`src/verilog/rbc_pkg.sv`:
```
// Summary of operation
// (RULE_01) supply-good detector releases internal reset once the supply is up
// (RULE_02) low reset pin holds the device in reset while held
// (RULE_03) reset state ends within 1 ms after the pin rises
// (RULE_04) every reset exit runs a 20 ms initialization, then normal operation
// (RULE_05) during init fast pwm pins low, other gpio pins undriven
// (RULE_06) test port disabled by default, its four pins act as gpio
// (RULE_07) blank configuration flash at power-up enables the test port
// (RULE_08) detected bus address 126 at power-up enables the test port
// (RULE_09) system clock runs at ninety percent while test port enabled
// (RULE_10) test port follows standard tap protocol, no boundary scan
// (RULE_11) firmware checksum mismatch blocks firmware, only bus commands wait
// (RULE_12) configuration checksum mismatch loads factory defaults
// (RULE_13) configuration mismatch raises bus alert and a status flag
// (RULE_14) error-log checksum decides whether log contents are intact
// (RULE_15) firmware watchdog expiry triggers a normal device reset
// (RULE_16) in reset gpio pins open-drain, fast pwm pins driven low
// (RULE_17) each received parameter is range checked before acceptance
// (RULE_18) flash writes store six check bits per 32-bit word
// (RULE_19) flash reads correct any single-bit error
// (RULE_20) parameter writes change ram copy only; commit command stores flash
// (RULE_21) factory config: outputs hi-z, fast pwm low, no sequencing
// (RULE_22) live update: unprotect, erase, write, reset; old config, no logging
// (RULE_23) power-on, pin and watchdog resets share one reset and init path
package rbc_pkg;
  localparam int  CLK_MHZ        = 250;
  localparam int  RST_EXIT_US    = 1000;
  localparam int  INIT_MS        = 20;
  localparam int  RST_EXIT_CYC   = RST_EXIT_US * CLK_MHZ / 2;
  localparam int  INIT_CYC       = INIT_MS * 1000 * CLK_MHZ;
  localparam int  CNT_W          = 24;
  localparam logic [6:0] JTAG_ADDR = 7'h7e;
  localparam int  GPIO_N         = 16;
  localparam int  FAST_PWM_PIN_N         = 8;
  localparam int  DATA_W         = 32;
  localparam int  ECC_W          = 6;
  localparam int  PARAM_W        = 16;
  localparam int  CFG_DEPTH      = 16;
  localparam int  ADDR_W         = 4;
  localparam logic [3:0] CLK_SLOW_DEN = 4'ha; // skip one of every ten cycles
  typedef enum logic [1:0] {
    RBC_RESET = 2'b00,
    RBC_INIT  = 2'b01,
    RBC_RUN   = 2'b10,
    RBC_HALT  = 2'b11
  } rbc_state_t;
endpackage

```
`src/verilog/rbc_core.sv`:
```
module rbc_core #(
  parameter int RST_EXIT_CYCLES = rbc_pkg::RST_EXIT_CYC,
  parameter int INIT_CYCLES     = rbc_pkg::INIT_CYC
) (
  input  wire logic                       clk,
  input  wire logic                       rst_b,
  input  wire logic                       digitalSupplyGood,
  input  wire logic                       resetPin_b,
  input  wire logic                       watchdogKickInput,
  input  wire logic [23:0]                watchdogLimit,
  input  wire logic [6:0]                 detectedAddr,
  input  wire logic                       flashBlank,
  input  wire logic                       fwChecksumOk,
  input  wire logic                       cfgChecksumOk,
  input  wire logic                       logChecksumOk,
  input  wire logic                       paramWrite,
  input  wire logic [rbc_pkg::ADDR_W-1:0] paramAddr,
  input  wire logic [rbc_pkg::PARAM_W-1:0] paramData,
  input  wire logic [rbc_pkg::PARAM_W-1:0] paramMin,
  input  wire logic [rbc_pkg::PARAM_W-1:0] paramMax,
  input  wire logic                       commitCmd,
  input  wire logic                       liveUpdateStart,
  input  wire logic [rbc_pkg::DATA_W-1:0] flashRdData,
  input  wire logic [rbc_pkg::ECC_W-1:0]  flashRdEcc,
  input  wire logic [rbc_pkg::DATA_W-1:0] flashWrData,
  output logic                            coreRunning,
  output logic                            inInit,
  output logic                            fwBlocked,
  output logic                            useFactoryCfg,
  output logic                            bus_alert_out,
  output logic                            cfgCrcFlag,
  output logic                            logIntact,
  output logic                            tapEnable,
  output logic                            sysClkEnable,
  output logic [rbc_pkg::FAST_PWM_PIN_N-1:0]      fast_pwm_pin,
  output logic [rbc_pkg::FAST_PWM_PIN_N-1:0]      fast_pwm_pin_oe,
  output logic [rbc_pkg::GPIO_N-1:0]      gpioOe,
  output logic                            paramAccepted,
  output logic                            paramRejected,
  output logic                            commitPulse,
  output logic                            loggingEnabled,
  output logic [rbc_pkg::ECC_W-1:0]       flashWrEcc,
  output logic [rbc_pkg::DATA_W-1:0]      flashCorrData,
  output logic                            flashDblErr
);

  rbc_pkg::rbc_state_t stateReg, stateNext;
  logic [rbc_pkg::CNT_W-1:0] cntReg;
  logic [23:0]               wdReg;
  logic                      kickReg;
  logic                      firstBootReg;
  logic [rbc_pkg::PARAM_W-1:0] cfgRam [rbc_pkg::CFG_DEPTH];
  logic [3:0]                slowCntReg;

  // supply, pin and watchdog reset sources collapse into one internal request
  wire logic kickEdge   = watchdogKickInput ^ kickReg;
  wire logic wdExpire   = (stateReg == rbc_pkg::RBC_RUN) && (wdReg >= watchdogLimit) &&
                          (watchdogLimit != 24'h000000);                 // see RULE_15
  wire logic holdReset  = !digitalSupplyGood || !resetPin_b || wdExpire; // see RULE_01 RULE_02 RULE_23
  wire logic exitDone   = cntReg >= (rbc_pkg::CNT_W)'(RST_EXIT_CYCLES - 1); // see RULE_03
  wire logic initDone   = cntReg >= (rbc_pkg::CNT_W)'(INIT_CYCLES - 1);     // see RULE_04
  wire logic inRange    = (paramData >= paramMin) && (paramData <= paramMax); // see RULE_17
  wire logic tapCond    = flashBlank || (detectedAddr == rbc_pkg::JTAG_ADDR); // see RULE_07 RULE_08

  // state sequencing: reset, init, then run or halt on bad firmware
  always_comb begin
    stateNext = stateReg;
    case (stateReg)
      rbc_pkg::RBC_RESET: if (exitDone) stateNext = rbc_pkg::RBC_INIT;
      rbc_pkg::RBC_INIT:  if (initDone) begin
        stateNext = fwChecksumOk ? rbc_pkg::RBC_RUN : rbc_pkg::RBC_HALT; // see RULE_11
      end
      rbc_pkg::RBC_RUN:   stateNext = rbc_pkg::RBC_RUN;
      rbc_pkg::RBC_HALT:  stateNext = rbc_pkg::RBC_HALT;
      default:            stateNext = rbc_pkg::RBC_RESET;
    endcase
    if (holdReset) stateNext = rbc_pkg::RBC_RESET; // see RULE_02 RULE_23
  end

  always_ff @(posedge clk or negedge rst_b) begin
    if (!rst_b) begin
      stateReg <= rbc_pkg::RBC_RESET;
      cntReg   <= '0;
    end else begin
      stateReg <= stateNext;
      cntReg   <= (stateNext != stateReg || holdReset) ? '0 : cntReg + 1'b1;
    end
  end

  // watchdog counts only while firmware runs; a kick is any edge
  always_ff @(posedge clk or negedge rst_b) begin
    if (!rst_b) begin
      wdReg   <= '0;
      kickReg <= 1'b0;
    end else begin
      kickReg <= watchdogKickInput;
      wdReg   <= (stateReg != rbc_pkg::RBC_RUN || kickEdge) ? 24'h000000 : wdReg + 1'b1;
    end
  end

  // power-up only decisions, plus the log check at every init end; a watchdog or pin reset is not a power-up
  always_ff @(posedge clk or negedge rst_b) begin
    if (!rst_b) begin
      firstBootReg   <= 1'b1;
      tapEnable      <= 1'b0; // see RULE_06
      useFactoryCfg  <= 1'b0;
      cfgCrcFlag     <= 1'b0;
      bus_alert_out  <= 1'b0;
      logIntact      <= 1'b0;
      loggingEnabled <= 1'b0;
    end else begin
      if (!digitalSupplyGood) begin
        firstBootReg <= 1'b1;
      end else if (stateReg == rbc_pkg::RBC_INIT && initDone && firstBootReg) begin
        firstBootReg  <= 1'b0;
        tapEnable     <= tapCond;         // see RULE_07 RULE_08 RULE_10
        useFactoryCfg <= !cfgChecksumOk;  // see RULE_12 RULE_21
        cfgCrcFlag    <= !cfgChecksumOk;  // see RULE_13
        bus_alert_out <= !cfgChecksumOk;  // see RULE_13
      end
      if (stateReg == rbc_pkg::RBC_INIT && initDone) begin
        logIntact      <= logChecksumOk;  // see RULE_14
        loggingEnabled <= logChecksumOk;
      end else if (liveUpdateStart) begin
        loggingEnabled <= 1'b0;           // see RULE_22
      end
    end
  end

  // pin states: outputs idle in reset and init; limitation: no pwm engine here
  always_ff @(posedge clk or negedge rst_b) begin
    if (!rst_b) begin
      fast_pwm_pin    <= '0;
      fast_pwm_pin_oe <= '1;
      gpioOe          <= '0;
      coreRunning     <= 1'b0;
      inInit          <= 1'b0;
      fwBlocked       <= 1'b0;
    end else begin
      fast_pwm_pin    <= '0;              // see RULE_05 RULE_16 RULE_21
      fast_pwm_pin_oe <= '1;              // see RULE_05 RULE_16
      gpioOe          <= '0;              // see RULE_05 RULE_16 RULE_21
      coreRunning     <= stateNext == rbc_pkg::RBC_RUN;
      inInit          <= stateNext == rbc_pkg::RBC_INIT;
      fwBlocked       <= stateNext == rbc_pkg::RBC_HALT; // see RULE_11
    end
  end

  // clock slowdown: drop one enable in ten while the test port is on
  always_ff @(posedge clk or negedge rst_b) begin
    if (!rst_b) begin
      slowCntReg   <= '0;
      sysClkEnable <= 1'b1;
    end else begin
      slowCntReg   <= (slowCntReg == rbc_pkg::CLK_SLOW_DEN - 4'h1) ? 4'h0 : slowCntReg + 4'h1;
      sysClkEnable <= !(tapEnable && slowCntReg == 4'h0); // see RULE_09
    end
  end

  // parameter writes reach only the ram copy; commit is a separate strobe
  always_ff @(posedge clk) begin
    if (paramWrite && inRange && stateReg != rbc_pkg::RBC_RESET) begin
      cfgRam[paramAddr] <= paramData;     // see RULE_20
    end
  end

  always_ff @(posedge clk or negedge rst_b) begin
    if (!rst_b) begin
      paramAccepted <= 1'b0;
      paramRejected <= 1'b0;
      commitPulse   <= 1'b0;
    end else begin
      paramAccepted <= paramWrite && inRange;   // see RULE_17
      paramRejected <= paramWrite && !inRange;  // see RULE_17
      commitPulse   <= commitCmd;               // see RULE_20
    end
  end

  // hamming(38,32): check bit b sits at position 2^b, data bits fill the other slots
  // codeword position of data bit i: the i-th slot from 3 to 38 that is no power of two
  function automatic logic [5:0] dataPos(input int i);
    int         n;
    logic [5:0] p;
    n = 0;
    p = 6'h00;
    for (int k = 3; k < 39; k++) begin
      if ((k & (k - 1)) != 0) begin
        if (n == i) p = 6'(k);
        n++;
      end
    end
    return p;
  endfunction

  // check bit b is the parity of every data bit whose position code has bit b set
  function automatic logic [5:0] eccGen(input logic [31:0] d);
    logic [5:0] c;
    c = 6'h00;
    for (int i = 0; i < 32; i++) begin
      if (d[i]) c = c ^ dataPos(i);
    end
    return c;
  endfunction

  // the syndrome names the flipped position; a check-bit flip leaves the data alone
  wire logic [5:0] rdSyn   = eccGen(flashRdData) ^ flashRdEcc;
  logic [31:0]     flipMask;

  // one flip per bit position, selected by the syndrome
  for (genvar g = 0; g < 32; g++) begin : gFlip
    assign flipMask[g] = (rdSyn == dataPos(g)); // see RULE_19
  end

  // limitation: six bits give single correction only, so a double flip may alias
  always_ff @(posedge clk or negedge rst_b) begin
    if (!rst_b) begin
      flashWrEcc    <= '0;
      flashCorrData <= '0;
      flashDblErr   <= 1'b0;
    end else begin
      flashWrEcc    <= eccGen(flashWrData);          // see RULE_18
      flashCorrData <= flashRdData ^ flipMask;       // see RULE_19
      flashDblErr   <= rdSyn > 6'h26;                // syndrome beyond the last position
    end
  end

  // checks
  property p_holdReset;
    @(posedge clk) disable iff (!rst_b) !resetPin_b |=> stateReg == rbc_pkg::RBC_RESET;
  endproperty
  a_holdReset: assert property (p_holdReset) else $error("pin low left reset"); // see RULE_02

  property p_pwmLow;
    @(posedge clk) disable iff (!rst_b) inInit |-> fast_pwm_pin == '0 && gpioOe == '0;
  endproperty
  a_pwmLow: assert property (p_pwmLow) else $error("pins active in init"); // see RULE_05

  property p_wdReset;
    @(posedge clk) disable iff (!rst_b) wdExpire |=> stateReg == rbc_pkg::RBC_RESET;
  endproperty
  a_wdReset: assert property (p_wdReset) else $error("watchdog no reset"); // see RULE_15

  property p_halt;
    @(posedge clk) disable iff (!rst_b) fwBlocked |-> !coreRunning;
  endproperty
  a_halt: assert property (p_halt) else $error("firmware ran while blocked"); // see RULE_11

  property p_alert;
    @(posedge clk) disable iff (!rst_b) $rose(cfgCrcFlag) |-> bus_alert_out && useFactoryCfg;
  endproperty
  a_alert: assert property (p_alert) else $error("crc flag without alert"); // see RULE_13

  property p_range;
    @(posedge clk) disable iff (!rst_b) paramWrite && !inRange |=> paramRejected && !paramAccepted;
  endproperty
  a_range: assert property (p_range) else $error("bad parameter accepted"); // see RULE_17

  property p_ecc;
    @(posedge clk) disable iff (!rst_b)
      rdSyn == 6'h00 |=> flashCorrData == $past(flashRdData);
  endproperty
  a_ecc: assert property (p_ecc) else $error("clean word altered"); // see RULE_19

  property p_initStart;
    @(posedge clk) disable iff (!rst_b)
      stateReg == rbc_pkg::RBC_RESET && !holdReset && exitDone |=> stateReg == rbc_pkg::RBC_INIT;
  endproperty
  a_initStart: assert property (p_initStart) else $error("init not entered"); // see RULE_03 RULE_04

  property p_supplyReset;
    @(posedge clk) disable iff (!rst_b) !digitalSupplyGood |=> stateReg == rbc_pkg::RBC_RESET;
  endproperty
  a_supplyReset: assert property (p_supplyReset) else $error("supply low left reset"); // see RULE_01

  property p_parkPins;
    @(posedge clk) disable iff (!rst_b)
      stateReg == rbc_pkg::RBC_RESET |=> fast_pwm_pin == '0 && fast_pwm_pin_oe == '1 && gpioOe == '0;
  endproperty
  a_parkPins: assert property (p_parkPins) else $error("pins active in reset"); // see RULE_16

  property p_kick;
    @(posedge clk) disable iff (!rst_b) kickEdge |=> wdReg == 24'h000000;
  endproperty
  a_kick: assert property (p_kick) else $error("kick did not clear watchdog"); // see RULE_15

  property p_tapHold;
    @(posedge clk) disable iff (!rst_b)
      $changed(tapEnable) |-> $past(stateReg) == rbc_pkg::RBC_INIT && $past(initDone);
  endproperty
  a_tapHold: assert property (p_tapHold) else $error("test port moved outside init end"); // see RULE_06

  property p_slowOff;
    @(posedge clk) disable iff (!rst_b) !tapEnable |=> sysClkEnable;
  endproperty
  a_slowOff: assert property (p_slowOff) else $error("clock slowed without test port"); // see RULE_09

  property p_accept;
    @(posedge clk) disable iff (!rst_b) paramWrite && inRange |=> paramAccepted && !paramRejected;
  endproperty
  a_accept: assert property (p_accept) else $error("good parameter refused"); // see RULE_17

  property p_ramWrite;
    @(posedge clk) disable iff (!rst_b)
      paramWrite && inRange && stateReg != rbc_pkg::RBC_RESET |=>
        cfgRam[$past(paramAddr)] == $past(paramData);
  endproperty
  a_ramWrite: assert property (p_ramWrite) else $error("ram copy not updated"); // see RULE_20

  property p_commit;
    @(posedge clk) disable iff (!rst_b) commitCmd |=> commitPulse;
  endproperty
  a_commit: assert property (p_commit) else $error("commit strobe lost"); // see RULE_20

  property p_logOff;
    @(posedge clk) disable iff (!rst_b)
      liveUpdateStart && !(stateReg == rbc_pkg::RBC_INIT && initDone) |=> !loggingEnabled;
  endproperty
  a_logOff: assert property (p_logOff) else $error("logging left on in update"); // see RULE_22

endmodule

```
`config.mk`:
```
export PLATFORM = sky130hd
export DESIGN_NAME = rbc_core
export DESIGN_NICKNAME = d
export VERILOG_FILES = /design/src/verilog/rbc_pkg.sv /design/src/verilog/rbc_core.sv
export SDC_FILE = /design/constraint.sdc
export NUM_CORES = 1
export LEC_CHECK = 0
export ABC_AREA = 0
export BUFFER_PORTS_ARGS = -buffer_cell sky130_fd_sc_hd__buf_4
export CORE_MARGIN = 2
export CORE_UTILIZATION = 35
export DETAILED_ROUTE_END_ITERATION = 10
export PLACE_DENSITY = 0.7
export SLEW_MARGIN = 20
export SYNTH_ARGS = -nofsm -noshare
export SYNTH_HDL_FRONTEND = slang
export SYNTH_SLANG_ARGS = --single-unit
```
`constraint.sdc`:
```
create_clock -name clk -period 2.9 [get_ports clk]
set_input_delay 0 -clock clk [delete_from_list [all_inputs] [get_ports clk]]
set_output_delay 0 -clock clk [all_outputs]
set_load 0.1 [all_outputs]
```
==> impl_metrics.yaml, run 1 <==
setup_path:
  path_class: "reg -> reg"
  arrival_ns: 2.99
  cp-end-kind: "flop"
  cp_cell_sequence: "ha_2, a311oi_2, o21bai_1, a211o_1, a2111oi_4, nor3_4, nand2_1, o21ai_0, dlygate4sd3_1"
  timing.rr.start: "cntReg[0]"
  crit_fanout: 6
  reg2reg_slack_ns: 0.15
  setup.worst_path.end: "loggingEnabled"
  worstSetupStartpointType: "flop"
  cp_slowest_stage_delay_ns: 0.58
  worstReg2RegEnd: "loggingEnabled"
  ff2ff_path_depth: 9
  slowest_stage: "dlygate4sd3_1"
  crit_path_start: "cntReg[0]"
  required_ns: 3.14
final_layout:
  multi_input_area_um2: 4478
  finalNonFillerCells: 1360
  regArea_um2: 2655
  layout-drive-gt1-share_pct: 23.13
  design_area_um2: 10160
  nNetsFinal: 1303
  area_delta_synth_final_pct: 34.60
  num-fill-cells: 1955
  antennaDiodeCount: 0
synthesis:
  syn_inst: 816
  synth_area_leaders: "dfrtp_1 34%, xnor2_1 16%, ha_1 9.6%"
  netlist_area_um2: 7546
  synth-seq-cells: 106
  synthFlopType: "dfrtp_1"
  post-synth-top-count-cell: "xnor2_1"
  yosysTopAreaCell: "dfrtp_1"
  synth.avg_cell_area_um2: 9.248
  synth_top_area_share_pct: 34.49
  ys_warn_count: 0
  synth_cell_type_count: 49
  synth_common_cells: "140 x xnor2_1, 104 x dfrtp_1, 75 x nand2_1"
  synth_edf_count: 0
  async_flop_share_pct: 100.0
  ys_seq_area_share_pct: 35.18
power_and_ir_drop:
  pwr-share-seq_pct: 28.5
  combinationalPowerShare_pct: 51.0
  p_sw_w: 0.002760
  vdd_drop_max_uv: 418.6
  switching_share_pct: 47.03
  p_per_area_nw_per_um2: 577.7
  cellLeakagePower_nw: 4.833
  p_total_w: 0.005868
  clkPwrFrac_pct: 20.6
  intPower_w: 0.003108
cts:
  clock_path_buffers: 2
  clk_latency_ns: 0.35
  cts.clk_slew.worst_paths_ns: 0.08
  htreeDepth: 3
  cts_tree: "done"
  numClockSinks: 106
  numCtsBuffers: 9
  cts-root-buf: "clkbuf_16"
place:
  io_buffer_count: 212
  post-dp-hpwl_mm: 14.59
  place_ws_ns: 0.2089
  place_area_um2: 9356
  place_congestion: 0.8339
  dp_cells: 1294
die:
  die_y_um: 150.8
  rows: 53
  io_pins: 249
  die_area_um2: 22750
  initial_core_util_pct: 35.78
  core_um2: 21090
  dieWidth_um: 150.8
route:
  drt_iter0_drc: 273
  viasPerCell: 4.709
  postRouteAntennaNets: 0
  routed_wl_mm: 18.71
  drcViolationCount: 0
  wire_per_inst_um: 13.76
  vias: 6404
  firstDrtPassIters: 6
flow_run:
  drv_cap: 0
grt:
  grt_overflow: 0
  antenna_found_initial: 0
  grtUsageTotal_pct: 16.57
  grt_pass1_wl_mm: 30.49
  grt_pass1_vias: 6514
  grt_max_degree: 66
worst_hold_path:
  hold_class: "in -> reg"
timing:
  maxSlewHeadroom_pct: 41.72
  setup_viol: 0
  hold_viol_final: 0
  fmax_mhz: 363.3
  period_share_pct: 94.91
  period_needed_ns: 2.752
  drv_slew: 0
  tns_ns: 0
  setup_slack_ns: 0.1477
  skew_ns: 0.009787
  tightest_slew_ns: 0.8742
run_status:
  run_status: "finished clean"
how the worst min path moves through the flow:
stage	start	to	slack, ns	cells after the start
4_1_cts	detectedAddr[2]	tapEnable	0.08	4
3_3_place_gp	commitCmd	commitPulse	0.11	1
3_5_place_dp	commitCmd	commitPulse	0.11	1
6_report	detectedAddr[2]	tapEnable	0.08	4
5_1_grt	detectedAddr[2]	tapEnable	0.09	4
2_1_floorplan	rst_b	cfgCrcFlag	-0.30	0
power by group through the flow:
stage / Combinational [W] / Sequential (W) / Clock [W]
2_1_floorplan: 0.00123 / 0.00271 / 0
3_3_place_gp: 0.00292 / 0.00170 / 0
3_5_place_dp: 0.00294 / 0.00170 / 0
4_1_cts: 0.00300 / 0.00167 / 0.00125
5_1_grt: 0.00319 / 0.00168 / 0.00131
6_report: 0.00299 / 0.00167 / 0.00121
cell type report:
class                           count  share of cell area, %
Inverter                           68                  2.513
Multi-Input combinational cell    627                  44.09
Clock buffer                        9                  2.217
Sequential cell                   106                  26.14
Timing Repair Buffer              268                  21.06
Clock inverter                      7                 0.5913
Tap cell                          275                  3.388
state kept, by name, indices dropped and copies added (netlist names), 2 cells and up:
signal,flops
flashCorrData,32
cntReg,24
wdReg,24
flashWrEcc,6
slowCntReg,4
stateReg,2
metal layers:
layer | share of wire [%] | track usage [%]
met1 | 42 | 20.63
met5 | 0 | 0
met4 | 1.4 | 3.925
met3 | 6.2 | 3.795
met2 | 50 | 29.14
through the flow:
| stage | hold slack [ns] | utilization (%) |
|---|---|---|
| final | 0.08368 | 48.17 |
| after global routing | 0.08952 | 48.17 |
| after CTS | 0.08194 | 47.91 |
| after detailed placement | 0.1106 | 44.37 |
| after global placement | 0.1095 | 44.37 |
| after floorplan | -0.2956 | - |
cells in the final DEF, fill, tap and decap left out, types with 3 or more instances in the layout:
cell type      Yosys  layout
o211ai_1           4       4
a211oi_1           4       4
or3_1              5       5
mux2i_1            6       6
xor2_1            49      49
nand2_1           75      75
dlygate4sd3_1      0      46
nor2_1            55      55
nand4_1           15      15
xnor2_1          140     140
buf_4             34     221
o21ai_0           20      20
conb_1             2      32
xnor3_1            3       3
a21boi_0           3       3
dfrtp_1          104     104
inv_1             68      68
clkbuf_16          0       9
nand2b_1           5       5
a21oi_1           41      41
a21o_1            17      17
nand3_1           27      27
o21a_1             4       4
nor3_1            12      11
nor4_1            12      12
a2111oi_0          4       4
ha_1              58      57
and3_1            10       9
critical path, delay by kind of cell (launching register included):
kind	cells	cell delay, ns
adders and majority gates	1	0.24
DFF	1	0.43
AOI/OAI and AO/OA	5	1.16
buffers and inverters	1	0.58
and+or+nand+nor	2	0.22
cell families (layout without fill, tap and decap cells):
kind of cell	count (synthesis)	in the layout	synth area share, %
simple gates	227	227	14.01
xor+xnor	194	194	23.41
other cells	2	32	0.09952
buf+inv	113	352	7.378
fa+ha+maj	58	58	9.617
mux	7	7	0.9451
flops	106	106	35.18
compound gates	109	109	9.352
timing repair:
item                       in CTS  in global routing
setup buffers                   0                  4
hold endpoints to repair      110                  0
hold buffers                   46                  0
setup endpoints to repair       0                  1
resized for setup               0                  5
No activity file was read; power rests on OpenSTA's default activity.
==> run 2, diff against run 1 <==
--- a/config.mk
+++ b/config.mk
@@ -10,6 +10,7 @@
 export CORE_MARGIN = 2
 export CORE_UTILIZATION = 35
 export DETAILED_ROUTE_END_ITERATION = 10
+export GPL_TIMING_DRIVEN = 0
 export PLACE_DENSITY = 0.7
 export SLEW_MARGIN = 20
 export SYNTH_ARGS = -nofsm -noshare
==> constraint.sdc (replaced) <==
create_clock -name clk -period 3.35 [get_ports clk]
set_input_delay 0 -clock clk [delete_from_list [all_inputs] [get_ports clk]]
set_output_delay 0 -clock clk [all_outputs]
set_load 0.1 [all_outputs]
==> run 2 against run 1 <==
  * Clock-buffer cell count is the same
  * Cell count grew 2.6%
  * Clock skew shrank 0.0027 ns
  * First-iteration DRC count shrank 23%
  * Highest routed layer unchanged
==> impl_metrics.yaml, run 2 (same netlist as run 1, synthesis figures left out) <==
grt:
  grtUsageMet1_pct: 20.07
  top_usage_layer: "met2"
  grt_overflow: 0
  grt_pass1_wl_mm: 30.99
  antenna_found_initial: 0
  grtUsageMet3_pct: 4.066
  grt_max_degree: 107
  grtUsageTotal_pct: 16.94
  grt_pass1_vias: 6680
  grt_use_met2_pct: 30.45
cts:
  cts.clk_slew.worst_paths_ns: 0.08
  clock_path_buffers: 2
  clk_latency_ns: 0.36
  post-cts-setup-buffer-count: 0
  cts-root-buf: "clkbuf_16"
  cts_tree: "done"
  numClockSinks: 106
  numCtsBuffers: 9
  htreeDepth: 3
timing:
  period_share_pct: 88.07
  drv_slew: 0
  rsz0062_at_grt: "no"
  tns_ns: 0
  hold_viol_final: 0
  skew_ns: 0.007086
  fmax_mhz: 338.9
  tightest_slew_ns: 0.8959
  setup_viol: 0
  period_needed_ns: 2.950
  maxSlewHeadroom_pct: 40.27
worst_hold_path:
  hold_class: "in -> reg"
setup_path:
  cp_cell_sequence: "ha_1, a311oi_1, o21bai_1, a211o_1, a2111oi_4, nor3_1, a21o_1, nor2_1, dlygate4sd3_1"
  worstSetupStartpointType: "flop"
  cp-end-kind: "flop"
  arrival_ns: 3.25
  required_ns: 3.65
  crit_fanout: 8
  path_class: "reg -> reg"
  cp_slowest_stage_delay_ns: 0.56
  slowest_stage: "dlygate4sd3_1"
die:
  core_um2: 21090
  dieWidth_um: 150.8
  rows: 53
  initial_core_util_pct: 35.78
  die_y_um: 150.8
  die_area_um2: 22750
  io_pins: 249
power_and_ir_drop:
  cellLeakagePower_nw: 4.990
  vdd_drop_max_uv: 447.8
  p_per_area_nw_per_um2: 497.7
final_layout:
  top_regs: "flashCorrData: 32 flops, cntReg: 24 flops, wdReg: 24 flops"
  final_common_cell: "buf_4"
  nNetsFinal: 1338
  area_delta_synth_final_pct: 37.39
  final_cell_mix: "245 x buf_4, 140 x xnor2_1, 104 x dfrtp_1"
  antennaDiodeCount: 0
  largest_register_ff_count: 32
  largest_register: "flashCorrData"
  fin_util_pct: 49.16
  layout-drive-gt1-share_pct: 24.46
run_status:
  run_status: "finished clean"
route:
  firstDrtPassIters: 4
  wire_per_inst_um: 13.59
  drt_iter0_drc: 209
  routed_wl_mm: 18.96
  drcViolationCount: 0
  postRouteAntennaNets: 0
  viasPerCell: 4.640
  vias: 6473
place:
  io_buffer_count: 212
  place_congestion: 0.8245
  post-dp-hpwl_mm: 14.75
flow_run:
  drv_cap: 0
run 2: changes by cell type in the layout (fill, tap and decap cells not counted), sizes merged:
cell	before	now
clkinv	2	4
clkbuf	9	17
clkinvlp	2	0
buf	222	249
run 2: stage by stage:
stage	hold WS, ns	area [um2]	worst slack, ns	std cells	total power (W)
CTS	0.001700	10360	0.3940	1395	0.005214
global placement	0.1098	9594	0.4646	1333	0.004035
detailed placement	0.1134	9598	0.4276	1333	0.004059
global route	0.03354	10370	0.1821	1395	0.005423
floorplan	-0.2956	7659	0.9144	846	0.003417
finish	0.01538	10370	0.3996	1395	0.005160
run 2: cell type report:
type	instances	area (um2)
buffer	45	301.5
clock inverter	7	81.33
timing repair buffer	258	2058
multi-input combinational	627	4447
clock buffer	9	225.2
inverter	68	255.2
fill	1974	10720
tap	275	344.1
sequential	106	2655
run 2: routing by layer:
| metal | part of all wire [%] | vias to the layer above |
|---|---|---|
| met5 | 0 | - |
| met4 | 1.5 | 0 |
| met3 | 6.5 | 24 |
| met2 | 51 | 177 |
| met1 | 41 | 3021 |
| li1 | - | 3251 |
run 2: worst paths after layout:
check | startpoint | end | slack, ns | cells past startpoint
setup / recovery | cntReg[0] | stateReg[0] | 0.40 | 9
hold / removal | flashWrData[25] | flashWrEcc[3] | 0.02 | 3
setup reg to reg | cntReg[0] | stateReg[0] | 0.40 | 9
hold reg to reg | tapEnable | sysClkEnable | 0.43 | 1
max in group asynchronous | rst_b | flashCorrData[26] | 2.41 | 2
min in group asynchronous | rst_b | wdReg[5] | 0.28 | 2
run 2: timing repair:
action / CTS / global route
endpoints found under the hold margin: 150 / 0
gates resized for setup: 0 / 0
hold buffers: 46 / 0
run 2: power by group:
part,switching [W],internal (W),total [W]
Sequential,0.0000412,0.00140,0.00144
Clock,0.000549,0.000534,0.00108
Combinational,0.00184,0.000791,0.00263
Total,0.00243,0.00273,0.00516
run 2: worst max-delay path: cells and delay by family (launching register included):
kind / cells / cell delay [ns]
AND/OR/NAND/NOR: 2 / 0.28
adder cells (fa/ha/maj): 1 / 0.29
flip-flops: 1 / 0.44
AO/OA/AOI/OAI: 5 / 1.33
buffers and inverters: 1 / 0.56
